### src/fsc_pkg.sv
// fsc_pkg: command codes, status bit positions and bus timing for the flash host controller
// assumes a x16 parallel nor flash driven by a 100 MHz synchronous controller
package fsc_pkg;
    // ------------------------------------------------------------
    // command codes
    // ------------------------------------------------------------
    localparam logic [7:0] CMD_READ_ARRAY   = 8'hff;
    localparam logic [7:0] CMD_READ_STATUS  = 8'h70;
    localparam logic [7:0] CMD_CLEAR_STATUS = 8'h50;
    localparam logic [7:0] CMD_READ_CONFIG  = 8'h90;
    localparam logic [7:0] CMD_READ_QUERY   = 8'h98;
    localparam logic [7:0] CMD_PROG_SETUP   = 8'h40;
    localparam logic [7:0] CMD_PROG_ALT     = 8'h10;
    localparam logic [7:0] CMD_ERASE_SETUP  = 8'h20;
    localparam logic [7:0] CMD_CONFIRM      = 8'hd0;
    localparam logic [7:0] CMD_SUSPEND      = 8'hb0;
    localparam logic [7:0] CMD_CONFIG_SETUP = 8'h60;
    localparam logic [7:0] CMD_LOCK         = 8'h01;
    localparam logic [7:0] CMD_LOCK_DOWN    = 8'h2f;
    localparam logic [7:0] CMD_PROT_PROG    = 8'hc0;

    // ------------------------------------------------------------
    // status bit positions
    // ------------------------------------------------------------
    localparam int SR_READY      = 7;
    localparam int SR_ERASE_SUSP = 6;
    localparam int SR_ERASE_FAIL = 5;
    localparam int SR_PROG_FAIL  = 4;
    localparam int SR_SUPPLY     = 3;
    localparam int SR_PROG_SUSP  = 2;
    localparam int SR_LOCK_FAULT = 1;

    // ------------------------------------------------------------
    // host operations
    // ------------------------------------------------------------
    typedef enum logic [3:0] {
        OP_READ_ARRAY = 4'h0,
        OP_READ_STAT  = 4'h1,
        OP_CLEAR      = 4'h2,
        OP_READ_CFG   = 4'h3,
        OP_READ_QRY   = 4'h4,
        OP_PROGRAM    = 4'h5,
        OP_ERASE      = 4'h6,
        OP_SUSPEND    = 4'h7,
        OP_RESUME     = 4'h8,
        OP_LOCK       = 4'h9,
        OP_UNLOCK     = 4'ha,
        OP_LOCK_DOWN  = 4'hb,
        OP_PROT_PROG  = 4'hc,
        OP_READ       = 4'hd
    } fsc_op_t;

    // ------------------------------------------------------------
    // bus timing
    // ------------------------------------------------------------
    localparam int CLK_PERIOD_NS  = 10;
    localparam int T_WE_PULSE_NS  = 50;
    localparam int T_RD_ACCESS_NS = 80;
    localparam int T_RECOVER_NS   = 30;
    localparam int WE_CYC  = (T_WE_PULSE_NS + CLK_PERIOD_NS - 1) / CLK_PERIOD_NS;
    localparam int RD_CYC  = (T_RD_ACCESS_NS + CLK_PERIOD_NS - 1) / CLK_PERIOD_NS;
    localparam int REC_CYC = (T_RECOVER_NS + CLK_PERIOD_NS - 1) / CLK_PERIOD_NS;
    localparam int CNT_W   = 4;
endpackage

### src/fsc_bus_cycle.sv
// fsc_bus_cycle: one timed write or read cycle on the flash pins
// assumes flash outputs are sampled synchronously at the end of the access time
`timescale 1ns/1ps
module fsc_bus_cycle #(
    parameter int AW = 22,
    parameter int DW = 16
) (
    // clock and reset
    input  wire logic          clk,
    input  wire logic          rst,
    // request
    input  wire logic          start,
    input  wire logic          is_write,
    input  wire logic [AW-1:0] addr,
    input  wire logic [DW-1:0] wdata,
    output logic               done,
    output logic [DW-1:0]      rdata,
    // pins
    output logic               ce_n,
    output logic               oe_n,
    output logic               we_n,
    output logic [AW-1:0]      a,
    output logic [DW-1:0]      dq_o,
    output logic               dq_oe_n,
    input  wire logic [DW-1:0] dq_i
);
    typedef enum logic [1:0] {
        BC_IDLE = 2'b00,
        BC_ACT  = 2'b01,
        BC_REC  = 2'b10
    } fsc_bc_t;

    fsc_bc_t                      st_q;
    logic [fsc_pkg::CNT_W-1:0]    cnt_q;
    logic                         wr_q;

    wire logic cnt_end = (cnt_q == '0);

    always_ff @(posedge clk) begin
        done <= 1'b0;
        if (rst) begin
            st_q <= BC_IDLE; cnt_q <= '0; wr_q <= 1'b0;
            ce_n <= 1'b1; oe_n <= 1'b1; we_n <= 1'b1; dq_oe_n <= 1'b1;
            a <= '0; dq_o <= '0; rdata <= '0;
        end else begin
            unique case (st_q)
                BC_IDLE: if (start) begin
                    wr_q <= is_write; a <= addr; dq_o <= wdata;
                    ce_n <= 1'b0; we_n <= ~is_write; oe_n <= is_write;
                    dq_oe_n <= ~is_write;
                    cnt_q <= is_write ? fsc_pkg::CNT_W'(fsc_pkg::WE_CYC - 1)
                                      : fsc_pkg::CNT_W'(fsc_pkg::RD_CYC - 1);
                    st_q <= BC_ACT;
                end
                BC_ACT: if (cnt_end) begin
                    // ce toggles on every cycle so status is re-latched each poll
                    if (!wr_q) rdata <= dq_i;
                    ce_n <= 1'b1; oe_n <= 1'b1; we_n <= 1'b1;
                    cnt_q <= fsc_pkg::CNT_W'(fsc_pkg::REC_CYC - 1);
                    st_q <= BC_REC;
                end else cnt_q <= cnt_q - 1'b1;
                BC_REC: if (cnt_end) begin
                    dq_oe_n <= 1'b1; done <= 1'b1; st_q <= BC_IDLE;
                end else cnt_q <= cnt_q - 1'b1;
                default: st_q <= BC_IDLE;
            endcase
        end
    end
endmodule // fsc_bus_cycle

### src/fsc_host.sv
// fsc_host: host-side sequencer issuing flash commands and polling status
// assumes the flash pins are wired directly; one user request at a time
`timescale 1ns/1ps
// Contract
// - reset pin held high while suspended
// - erase is 20h then d0h at block
// - clear status after erase, then read array
// - after resumed erase read then clear status
module fsc_host #(
    parameter int AW = 22,
    parameter int DW = 16
) (
    // clock and reset
    input  wire logic          CLK_SYS,
    input  wire logic          RESET,
    // user request
    input  wire logic          REQ_VALID,
    input  wire logic [3:0]    REQ_OP,
    input  wire logic [AW-1:0] REQ_ADDR,
    input  wire logic [DW-1:0] REQ_DATA,
    output logic               REQ_READY,
    // user answer
    output logic               RSP_VALID,
    output logic [DW-1:0]      RSP_DATA,
    output logic [7:0]         RSP_STATUS,
    output logic               RSP_REFUSED,
    output logic               PROG_SUSPENDED,
    output logic               ERASE_SUSPENDED,
    // flash pins
    output logic               CE_N,
    output logic               OE_N,
    output logic               WE_N,
    output logic               POWER_DOWN_RESET_N,
    output logic [AW-1:0]      ADDR,
    output logic [DW-1:0]      DQ_O,
    output logic               DQ_OE_N,
    input  wire logic [DW-1:0] DQ_I
);
    // ------------------------------------------------------------
    // sequencer states
    // ------------------------------------------------------------
    typedef enum logic [2:0] {
        S_IDLE  = 3'b000,
        S_CMD1  = 3'b001,
        S_CMD2  = 3'b010,
        S_POLL  = 3'b011,
        S_READ  = 3'b100,
        S_DONE  = 3'b101
    } fsc_st_t;

    fsc_st_t             st_q;
    fsc_pkg::fsc_op_t    op_q;
    logic [AW-1:0]       addr_q;
    logic [DW-1:0]       data_q;
    logic                psusp_q;
    logic                esusp_q;
    logic                refused_q;
    logic                bc_start;
    logic                bc_write;
    logic [AW-1:0]       bc_addr;
    logic [DW-1:0]       bc_wdata;
    logic                bc_done;
    logic [DW-1:0]       bc_rdata;
    logic                bc_busy_q;

    // ------------------------------------------------------------
    // command legality
    // ------------------------------------------------------------
    wire fsc_pkg::fsc_op_t req_op = fsc_pkg::fsc_op_t'(REQ_OP);
    wire logic op_is_read = (req_op == fsc_pkg::OP_READ_ARRAY) || (req_op == fsc_pkg::OP_READ)
        || (req_op == fsc_pkg::OP_READ_STAT) || (req_op == fsc_pkg::OP_READ_CFG)
        || (req_op == fsc_pkg::OP_READ_QRY);
    wire logic ok_psusp = op_is_read || (req_op == fsc_pkg::OP_RESUME);
    wire logic ok_esusp = (req_op == fsc_pkg::OP_READ_STAT) || (req_op == fsc_pkg::OP_READ_CFG)
        || (req_op == fsc_pkg::OP_READ_QRY) || (req_op == fsc_pkg::OP_PROGRAM)
        || (req_op == fsc_pkg::OP_RESUME) || (req_op == fsc_pkg::OP_LOCK)
        || (req_op == fsc_pkg::OP_UNLOCK) || (req_op == fsc_pkg::OP_LOCK_DOWN)
        || (req_op == fsc_pkg::OP_READ_ARRAY) || (req_op == fsc_pkg::OP_READ);
    wire logic ok_idle = (req_op != fsc_pkg::OP_SUSPEND) && (req_op != fsc_pkg::OP_RESUME);
    wire logic legal = psusp_q ? ok_psusp : (esusp_q ? ok_esusp : ok_idle);

    // ------------------------------------------------------------
    // command encoding
    // ------------------------------------------------------------
    logic [7:0] first_code;
    logic [7:0] second_code;
    always_comb begin
        second_code = fsc_pkg::CMD_CONFIRM;
        unique case (op_q)
            fsc_pkg::OP_READ_ARRAY: first_code = fsc_pkg::CMD_READ_ARRAY;
            fsc_pkg::OP_READ:       first_code = fsc_pkg::CMD_READ_ARRAY;
            fsc_pkg::OP_READ_STAT:  first_code = fsc_pkg::CMD_READ_STATUS;
            fsc_pkg::OP_CLEAR:      first_code = fsc_pkg::CMD_CLEAR_STATUS;
            fsc_pkg::OP_READ_CFG:   first_code = fsc_pkg::CMD_READ_CONFIG;
            fsc_pkg::OP_READ_QRY:   first_code = fsc_pkg::CMD_READ_QUERY;
            fsc_pkg::OP_PROGRAM:    first_code = fsc_pkg::CMD_PROG_SETUP;
            fsc_pkg::OP_ERASE:      first_code = fsc_pkg::CMD_ERASE_SETUP;
            fsc_pkg::OP_SUSPEND:    first_code = fsc_pkg::CMD_SUSPEND;
            fsc_pkg::OP_RESUME:     first_code = fsc_pkg::CMD_CONFIRM;
            fsc_pkg::OP_LOCK: begin
                first_code = fsc_pkg::CMD_CONFIG_SETUP;
                second_code = fsc_pkg::CMD_LOCK;
            end
            fsc_pkg::OP_UNLOCK:     first_code = fsc_pkg::CMD_CONFIG_SETUP;
            fsc_pkg::OP_LOCK_DOWN: begin
                first_code = fsc_pkg::CMD_CONFIG_SETUP;
                second_code = fsc_pkg::CMD_LOCK_DOWN;
            end
            fsc_pkg::OP_PROT_PROG:  first_code = fsc_pkg::CMD_PROT_PROG;
            default:                first_code = fsc_pkg::CMD_READ_STATUS;
        endcase
    end

    wire logic two_cycle = (op_q == fsc_pkg::OP_PROGRAM) || (op_q == fsc_pkg::OP_ERASE)
        || (op_q == fsc_pkg::OP_LOCK) || (op_q == fsc_pkg::OP_UNLOCK)
        || (op_q == fsc_pkg::OP_LOCK_DOWN) || (op_q == fsc_pkg::OP_PROT_PROG);
    wire logic polls = (op_q == fsc_pkg::OP_PROGRAM) || (op_q == fsc_pkg::OP_ERASE)
        || (op_q == fsc_pkg::OP_SUSPEND) || (op_q == fsc_pkg::OP_RESUME)
        || (op_q == fsc_pkg::OP_PROT_PROG);
    wire logic reads = (op_q == fsc_pkg::OP_READ) || (op_q == fsc_pkg::OP_READ_CFG)
        || (op_q == fsc_pkg::OP_READ_QRY) || (op_q == fsc_pkg::OP_READ_STAT);
    wire logic data_second = (op_q == fsc_pkg::OP_PROGRAM) || (op_q == fsc_pkg::OP_PROT_PROG);
    wire logic [DW-1:0] second_word = data_second ? data_q : DW'(second_code);
    wire logic [7:0] sr = bc_rdata[7:0];
    wire logic ready_bit = sr[fsc_pkg::SR_READY];
    wire logic one_shot_read = (op_q == fsc_pkg::OP_READ);

    // ------------------------------------------------------------
    // bus cycle request
    // ------------------------------------------------------------
    assign bc_start = (st_q == S_CMD1) || (st_q == S_CMD2) || (st_q == S_POLL)
        || (st_q == S_READ);
    assign bc_write = (st_q == S_CMD1) ? !one_shot_read : (st_q == S_CMD2);
    assign bc_addr  = addr_q;
    assign bc_wdata = (st_q == S_CMD2) ? second_word : DW'(first_code);

    fsc_bus_cycle #(.AW(AW), .DW(DW)) u_cycle (
        .clk      (CLK_SYS),
        .rst      (RESET),
        .start    (bc_start && !bc_busy_q),
        .is_write (bc_write),
        .addr     (bc_addr),
        .wdata    (bc_wdata),
        .done     (bc_done),
        .rdata    (bc_rdata),
        .ce_n     (CE_N),
        .oe_n     (OE_N),
        .we_n     (WE_N),
        .a        (ADDR),
        .dq_o     (DQ_O),
        .dq_oe_n  (DQ_OE_N),
        .dq_i     (DQ_I)
    );

    always_ff @(posedge CLK_SYS) begin
        if (RESET) bc_busy_q <= 1'b0;
        else if (bc_done) bc_busy_q <= 1'b0;
        else if (bc_start) bc_busy_q <= 1'b1;
    end

    // ------------------------------------------------------------
    // sequencer
    // ------------------------------------------------------------
    always_ff @(posedge CLK_SYS) begin
        RSP_VALID <= 1'b0;
        if (RESET) begin
            st_q <= S_IDLE; op_q <= fsc_pkg::OP_READ_ARRAY; addr_q <= '0; data_q <= '0;
            psusp_q <= 1'b0; esusp_q <= 1'b0; refused_q <= 1'b0;
            REQ_READY <= 1'b0; RSP_DATA <= '0; RSP_STATUS <= '0; RSP_REFUSED <= 1'b0;
            POWER_DOWN_RESET_N <= 1'b0;
        end else begin
            POWER_DOWN_RESET_N <= 1'b1;
            unique case (st_q)
                S_IDLE: begin
                    REQ_READY <= 1'b1;
                    if (REQ_VALID && REQ_READY) begin
                        REQ_READY <= 1'b0;
                        op_q <= req_op; addr_q <= REQ_ADDR; data_q <= REQ_DATA;
                        refused_q <= !legal;
                        st_q <= legal ? S_CMD1 : S_DONE;
                    end
                end
                S_CMD1: if (bc_done) begin
                    if (one_shot_read) begin
                        RSP_DATA <= bc_rdata; st_q <= S_DONE;
                    end else
                        st_q <= two_cycle ? S_CMD2 : (polls ? S_POLL : (reads ? S_READ : S_DONE));
                end
                S_CMD2: if (bc_done) st_q <= S_POLL;
                S_POLL: if (bc_done && ready_bit) begin
                    RSP_STATUS <= sr; RSP_DATA <= bc_rdata;
                    if (op_q == fsc_pkg::OP_SUSPEND) begin
                        psusp_q <= sr[fsc_pkg::SR_PROG_SUSP];
                        esusp_q <= esusp_q | sr[fsc_pkg::SR_ERASE_SUSP];
                    end else if (op_q == fsc_pkg::OP_RESUME) begin
                        // a nested program resumes first, then the suspended erase
                        if (psusp_q) psusp_q <= 1'b0;
                        else esusp_q <= 1'b0;
                    end
                    st_q <= S_DONE;
                end
                S_READ: if (bc_done) begin
                    RSP_DATA <= bc_rdata; RSP_STATUS <= bc_rdata[7:0]; st_q <= S_DONE;
                end
                S_DONE: begin
                    RSP_VALID <= 1'b1; RSP_REFUSED <= refused_q; st_q <= S_IDLE;
                end
                default: st_q <= S_IDLE;
            endcase
        end
    end

    always_ff @(posedge CLK_SYS) begin
        if (RESET) begin
            PROG_SUSPENDED <= 1'b0; ERASE_SUSPENDED <= 1'b0;
        end else begin
            PROG_SUSPENDED <= psusp_q; ERASE_SUSPENDED <= esusp_q;
        end
    end
endmodule // fsc_host

### config.mk
export PLATFORM = sky130hd
export DESIGN_NAME = fsc_host
export DESIGN_NICKNAME = d
export VERILOG_FILES = /design/src/fsc_pkg.sv /design/src/fsc_bus_cycle.sv /design/src/fsc_host.sv
export SDC_FILE = /design/constraint.sdc
export NUM_CORES = 1
export LEC_CHECK = 0
export ABC_CLOCK_PERIOD_IN_PS = 2000
export BUFFER_PORTS_ARGS = -buffer_cell sky130_fd_sc_hd__buf_4
export CAP_MARGIN = 20
export CORE_ASPECT_RATIO = 0.8
export CORE_MARGIN = 2
export CORE_UTILIZATION = 40
export CTS_CLUSTER_SIZE = 30
export DETAILED_ROUTE_END_ITERATION = 12
export GPL_TIMING_DRIVEN = 0
export PLACE_DENSITY = 0.62
export RECOVER_POWER = 25
export SLEW_MARGIN = 20
export SYNTH_ARGS = -nofsm -noshare
export SYNTH_HDL_FRONTEND = slang
export SYNTH_SLANG_ARGS = --single-unit
### constraint.sdc
create_clock -name CLK_SYS -period 2 [get_ports CLK_SYS]
set_clock_uncertainty 0.2 [all_clocks]
set_input_delay 0.3 -clock CLK_SYS [delete_from_list [all_inputs] [get_ports CLK_SYS]]
set_output_delay 0.3 -clock CLK_SYS [all_outputs]
set_load 0.01 [all_outputs]
==> metrics.md, run 1 <==
| Metric | Value |
|---|---|
| RR Startpoint | `st_q[2]` |
| Mean post-synth cell area | `8.06 sq um` |
| Initial DRC Count | `462` |
| Seq. cell area | `2910 sq um` |
| Placed cell count | `1052` |
| Worst-Margin Slew | `0.673 ns` |
| Sequential area share after synthesis | `48.9%` |
| Hold EP | `st_q[0]` |
| Port Buffers | `131` |
| Slew headroom | `55.1%` |
| Period minus WS final | `2.00 ns` |
| Synth-to-Final Area Change | `43.9%` |
| Hold Path Depth | `4` |
| Final setup fails | `0` |
| Maximum clock frequency | `0.500 GHz` |
| CTS Root Cell | `clkbuf_16` |
| Reg-to-reg critical path endpoint | `u_cycle.dq_o[6]` |
| Initial antenna violation count | `0` |
| Pins Over Slew Limit | `0` |
| Clock Pin Slew Worst Setup and Hold Paths | `0.06 ns` |
| Gr usage total | `22.2%` |
| Vias/cell | `5.22` |
| Total I/O pin count | `133` |
| Top FF cell, synth | `dfxtp_1` |
| CTS Buffer Depth | `2` |
| Chip width | `140 microns` |
| Routability cong. | `0.870` |
| Antenna Nets Post-Route | `0` |
| Setup crit end kind | `register` |
| Top cells by count, synth | `nand2_1 (192), dfxtp_1 (145), a21oi_1 (115), nor2_1 (44), clkbuf_1 (38)` |
| CTS tree | `yes` |
| Static leakage | `3.36 nW` |
| Finished Layout Cells | `1152` |
| Max_cap viols | `0` |
| Num CTS Buffers | `17` |
| Crit path kind | `reg -> reg` |
| Worst reg-to-reg setup slack | `0.0008 ns` |
| Layout cells sized above 1 | `20.5%` |
| Layout Utilization | `59.4%` |
| Ys async rst share | `0%` |
| Status | `completed` |
| Peak supply drop | `0.000630 V` |
| Worst r2r path cells | `6` |
| Die Area | `15900 sq um` |
| Type of the worst min-delay path | `in -> reg` |
| Initial Utilization | `41.3%` |
| RSZ-0062 raised after global routing | `yes` |
| Final HPWL DP | `12.4 mm` |
| Net count after synthesis | `805` |
| Routed wire length | `17.8 mm` |
| Die H | `113 microns` |
| Post-Synthesis Cells | `737` |
| Mapped cell area | `5940 sq um` |
| Site row count | `39` |
| Final period util | `100%` |
| Grt ovf | `0` |
| Post-synth cell types | `59` |
| CP required | `2.17 ns` |
| Worst Hold Launch | `REQ_VALID` |
| WL/cell | `15.4 microns` |
| Synthesis Warnings | `0` |
| Top-area cell type share of the netlist area | `48.9%` |
| H-tree depth | `4` |
| Ranking of synthesized cells by area | `dfxtp_1 (49%), nand2_1 (12%), a21oi_1 (9.7%)` |
| CP Max Fanout | `10` |
| Vias in the first global route | `5707` |
| Largest net degree at the start of global routing | `17` |
| Most area-hungry cell type in the Yosys netlist | `dfxtp_1` |
| FF+latch count, synth | `145` |
| # DRC | `0` |
| First-pass GRT wire length | `27.9 mm` |
| Final Hold Vio Count | `0` |
| Post-synth EDFFs | `0` |
| Arrival @ worst endpoint | `2.17 ns` |
| Clock sinks | `145` |
| Pwr Density | `1090 nW/um^2` |
| Filler Cell Count | `1288` |
| Antenna diode count | `0` |
| Via count | `6009` |
| CP Launch Point | `st_q[2]` |
| Core box area | `14400 sq um` |
| Area occupied by multi-input gates | `2910 sq um` |
| Drt first pass iters | `5` |
| Most common cell in the synthesized netlist | `nand2_1` |
| Critical Path Start Type | `register` |
| NumNets Final | `1026` |
| Tot Pwr | `9.31 mW` |
| Latest clock arrival within the worst-skew pair | `0.43 ns` |
worst max-delay path: stages, from the launching register on:
cell and delay [ns]:
dfxtp_1 0.35, buf_6 0.17, nor3b_4 0.30, buf_6 0.19, o32ai_2 0.09, a2111oi_2 0.48, a31o_2 0.17
routing by layer:
metal / GRT usage (%) / routed length, microns / part of all wire (%) / vias to the layer above
met1: 28.7 / 8080 / 45 / 2816
met5: 0 / 0 / 0 / -
met3: 4.99 / 1120 / 6.3 / 32
met2: 36.4 / 8150 / 46 / 208
li1: - / - / - / 2953
met4: 8.82 / 405 / 2.3 / 0
worst max-delay path by stage:
stage | end | slack [ns] | cells past startpoint
floorplan | u_cycle.rdata[5] | 0.03 | 9
global placement | u_cycle.dq_o[7] | -0.36 | 7
detailed placement | u_cycle.a[17] | -0.44 | 7
CTS | u_cycle.dq_o[6] | -0.08 | 6
global route | u_cycle.a[11] | -0.05 | 8
finish | u_cycle.dq_o[6] | 0.0008 | 6
sequential cells by signal, summed over array words and instances (netlist names), 3 cells and up:
signal,cells
addr_q,22
u_cycle.cnt_q,4
st_q,3
u_cycle.rdata,16
u_cycle.dq_o,16
RSP_STATUS,8
RSP_DATA,16
data_q,16
op_q,4
u_cycle.a,22
metrics by stage:
step	hold WS, ns	area, sq um	setup slack [ns]	setup TNS [ns]
after floorplan	0.232	5940	0.0258	0
after global placement	0.238	7160	-0.363	-17.24
after detailed placement	0.248	7160	-0.439	-20.35
after CTS	0.161	8510	-0.0751	-0.0917
after global routing	0.221	8550	-0.0530	-0.299
final	0.167	8550	0.000833	0
where the power goes:
part / leakage (nW) / internal (mW) / switching [mW]
Sequential: 1.18 / 3.20 / 0.244
Combinational: 1.90 / 1.25 / 1.51
Clock: 0.282 / 1.94 / 1.16
Total: 3.36 / 6.40 / 2.91
timing repair:
item                                   4_1_cts  5_1_grt
cloned                                       0        2
setup endpoints to repair                  110      113
gates resized for setup                     36       61
buffers inserted                             8        9
endpoints found under the hold margin       58        0
pin swaps                                    5        8
hold buffers                                58        0
cell families (layout without fill, tap and decap cells):
| family | Yosys count | in the layout | share of synthesized area [%] |
|---|---|---|---|
| flip-flops | 145 | 145 | 48.9 |
| AND/OR/NAND/NOR | 304 | 304 | 22.4 |
| XOR/XNOR | 3 | 3 | 0.442 |
| buffers and inverters | 66 | 297 | 4.93 |
| AO/OA/AOI/OAI | 194 | 194 | 18.9 |
| adder cells (fa/ha/maj) | 7 | 7 | 1.47 |
| multiplexers | 18 | 18 | 3.03 |
cells in the final DEF (no fill, tap or decap), types with 6 or more instances in the layout:
cell,Yosys,routed
a21oi_1,115,113
a22oi_1,8,8
a31oi_1,7,6
buf_4,3,102
buf_6,1,11
clkbuf_1,38,71
clkbuf_16,0,18
clkbuf_2,0,7
dfxtp_1,145,142
dlygate4sd3_1,0,58
inv_1,11,8
mux2i_1,18,18
nand2_1,192,189
nand2b_1,6,6
nand3_1,20,19
nand4_1,6,6
nor2_1,44,42
nor2b_1,10,9
o21ai_0,32,31
cell type report:
type | count | area share, %
sequential | 145 | 34.0
multi-input combinational | 526 | 34.0
timing repair buffer | 208 | 18.4
buffer | 49 | 3.75
tap | 184 | 2.69
clock inverter | 5 | 0.922
inverter | 11 | 0.483
clock buffer | 24 | 5.75
Power figures use the tool's default switching activity.
==> run 2: changes to the inputs <==
- BUFFER_PORTS_ARGS: -buffer_cell sky130_fd_sc_hd__buf_4 -> -buffer_cell sky130_fd_sc_hd__buf_2
==> run 2 against run 1 <==
  * Register-to-register slack gained 0.03 ns
  * First-iteration DRC count decreased by 17%
  * Design area shrank 0.99%
  * Flip-flop and latch count is the same
  * Die area stayed put
  * Sequential share of layout area up 0.42 points
  * Critical endpoint is now RSP_DATA[14]
==> metrics.md, run 2 (synthesis results as in run 1) <==
| Metric | Value |
|---|---|
| Routability cong. | `0.844 (was 0.870)` |
| Worst r2r path cells | `8 (was 6)` |
| Final Worst Setup Slack | `0.0298 ns (was 0.000833 ns)` |
| Layout cells sized above 1 | `21.1% (was 20.5%)` |
| Final period util | `98.5% (was 100%)` |
| Maximum clock frequency | `0.508 GHz (was 0.500 GHz)` |
| Port Buffers | `131 (unchanged)` |
| Tot Pwr | `9.89 mW (was 9.31 mW)` |
| Pwr Density | `1170 nW/um^2 (was 1090 nW/um^2)` |
| Critical Path Start Type | `register (unchanged)` |
| Num CTS Buffers | `17 (unchanged)` |
| Vias in the first global route | `5531 (was 5707)` |
| Critical path cell sequence | `buf_6, and4b_4, a21o_1, buf_6, o21ai_4, clkbuf_16, mux2i_1, nor2_1 (was buf_6, nor3b_4, buf_6, o32ai_2, a2111oi_2, a31o_2)` |
| Placement Setup Slack | `-0.439 ns (about the same)` |
| Biggest regs | `addr_q: 22 flops, u_cycle.a: 22 flops (unchanged)` |
| Type of the worst min-delay path | `in -> reg (unchanged)` |
| Synth-to-Final Area Change | `42.5% (was 43.9%)` |
| Drt first pass iters | `5 (unchanged)` |
| Via count | `5892 (was 6009)` |
| Initial antenna violation count | `0 (unchanged)` |
| CTS tree | `yes (unchanged)` |
| CP Launch Point | `st_q[1] (was st_q[2])` |
| Arrival @ worst endpoint | `2.06 ns (was 2.17 ns)` |
| Core box area | `14400 sq um (unchanged)` |
| Crit path largest cell delay | `0.30 ns (was 0.48 ns)` |
| Chip width | `140 microns (unchanged)` |
| Commonest non-fill, non-tap cell in the layout | `nand2_1 (unchanged)` |
| Reg-to-reg critical path endpoint | `RSP_DATA[14] (was u_cycle.dq_o[6])` |
| Worst-Margin Slew | `0.690 ns (was 0.673 ns)` |
| Vias/cell | `5.11 (was 5.22)` |
| CTS Buffer Depth | `2 (unchanged)` |
| NumNets Final | `1025 (was 1026)` |
| Clock Pin Slew Worst Setup and Hold Paths | `0.06 ns (about the same)` |
| Worst reg-to-reg setup slack | `0.03 ns (was 0.0008 ns)` |
| Initial Utilization | `41.3% (unchanged)` |
| Gr usage total | `22.1% (was 22.2%)` |
| Commonest cells after routing, fill and taps aside | `nand2_1 (188), dfxtp_1 (141), a21oi_1 (114) (was nand2_1 (189), dfxtp_1 (142), a21oi_1 (113))` |
| Placed cell area | `6830 sq um (was 7160 sq um)` |
| WL/cell | `15.3 microns (was 15.4 microns)` |
| H-tree depth | `4 (unchanged)` |
| Peak supply drop | `0.000918 V (was 0.000630 V)` |
| Worst setup endpoint | `RSP_DATA[14] (was u_cycle.dq_o[6])` |
| Final HPWL DP | `11.5 mm (was 12.4 mm)` |
| Setup crit end kind | `register (unchanged)` |
| Antenna Nets Post-Route | `0 (unchanged)` |
| Grt ovf | `0 (unchanged)` |
| RR Startpoint | `st_q[1] (was st_q[2])` |
| Pins Over Slew Limit | `0 (unchanged)` |
| Routed wire length | `17.7 mm (was 17.8 mm)` |
| Slew headroom | `54.0% (was 55.1%)` |
| # DRC | `0 (unchanged)` |
| First-pass GRT wire length | `27.7 mm (was 27.9 mm)` |
| Antenna diode count | `0 (unchanged)` |
| Status | `completed (unchanged)` |
| Crit path kind | `reg -> reg (unchanged)` |
| Layout Utilization | `58.8% (was 59.4%)` |
| Period minus WS final | `1.97 ns (was 2.00 ns)` |
| Site row count | `39 (unchanged)` |
| CTS Root Cell | `clkbuf_16 (unchanged)` |
| Largest net degree at the start of global routing | `17 (unchanged)` |
| Clock sinks | `145 (unchanged)` |
| Final setup fails | `0 (unchanged)` |
| RSZ-0062 raised after global routing | `yes (unchanged)` |
| Slowest cell on crit path | `dfxtp_1 (was a2111oi_2)` |
| Initial DRC Count | `385 (was 462)` |
| CP Max Fanout | `9 (was 10)` |
| Crit path top cell by count | `buf_6 (unchanged)` |
| Static leakage | `3.36 nW (about the same)` |
| Final instance area | `8470 sq um (was 8550 sq um)` |
| CP required | `2.09 ns (was 2.17 ns)` |
| Latest clock arrival within the worst-skew pair | `0.43 ns (about the same)` |
| Max_cap viols | `0 (unchanged)` |
| Die H | `113 microns (unchanged)` |
| Final Hold Vio Count | `0 (unchanged)` |
| Die Area | `15900 sq um (unchanged)` |
| Total I/O pin count | `133 (unchanged)` |
[run 2: cell types whose count changed in the layout (fill, tap and decap cells not counted), sizes merged]
cell and change:
bufinv +4, clkinv -2, buf +1, clkinvlp +2, clkbuf -3
[run 2: how the worst min path moves through the flow]
stage	end	slack [ns]	start	depth (start not counted)
5_1_grt	st_q[0]	0.22	REQ_VALID	4
3_5_place_dp	u_cycle.a[2]	0.25	addr_q[2]	2
4_1_cts	st_q[0]	0.18	REQ_VALID	4
3_3_place_gp	u_cycle.a[4]	0.24	addr_q[4]	2
2_1_floorplan	u_cycle.a[0]	0.23	addr_q[0]	2
6_report	st_q[0]	0.20	REQ_VALID	4
[run 2: power breakdown]
part / leakage, nW / internal (mW) / switching, mW
combinational: 1.85 / 1.21 / 1.53
sequential: 1.18 / 3.21 / 0.244
clock: 0.330 / 2.47 / 1.21
total: 3.36 / 6.90 / 2.99
[run 2: what timing repair did]
item | in CTS | in global routing
gates cloned | 0 | 1
endpoints found under the hold margin | 58 | 0
buffers inserted | 8 | 9
pin swaps | 5 | 7
endpoints found under the setup margin | 106 | 116
gates resized for setup | 34 | 62
hold buffers | 58 | 0
[run 2: metrics by stage]
step	instances	hold slack, ns	setup TNS [ns]
floorplan	737	0.232	0
global placement	1052	0.240	-20.57
detailed placement	1052	0.246	-22.07
CTS	1147	0.183	0
global route	1154	0.223	-0.487
finish	1154	0.197	0
[run 2: layout make-up]
class / instances / area (sq um)
Timing Repair Buffer: 207 / 1370
Sequential cell: 145 / 2910
Clock inverter: 9 / 200
Fill cell: 1307 / 5930
Inverter: 11 / 41.3
Multi-Input combinational cell: 526 / 2920
Tap cell: 184 / 230
Clock buffer: 23 / 488
Buffer: 49 / 309
[run 2: routing by layer]
layer / vias to the layer above / share of wire, % / GRT usage, %
met3: 18 / 5.4 / 5.76
met1: 2744 / 49 / 30.1
met4: 0 / 1.2 / 6.67
met2: 168 / 45 / 34.9
li1: 2962 / - / -
met5: - / 0 / 0
[run 2: worst max-delay path, delay by kind of cell, from the launching register on]
kind,cells,cell delay [ns]
AOI/OAI and AO/OA,2,0.40
buffers and inverters,3,0.48
DFF,1,0.30
muxes,1,0.18
and+or+nand+nor,2,0.26
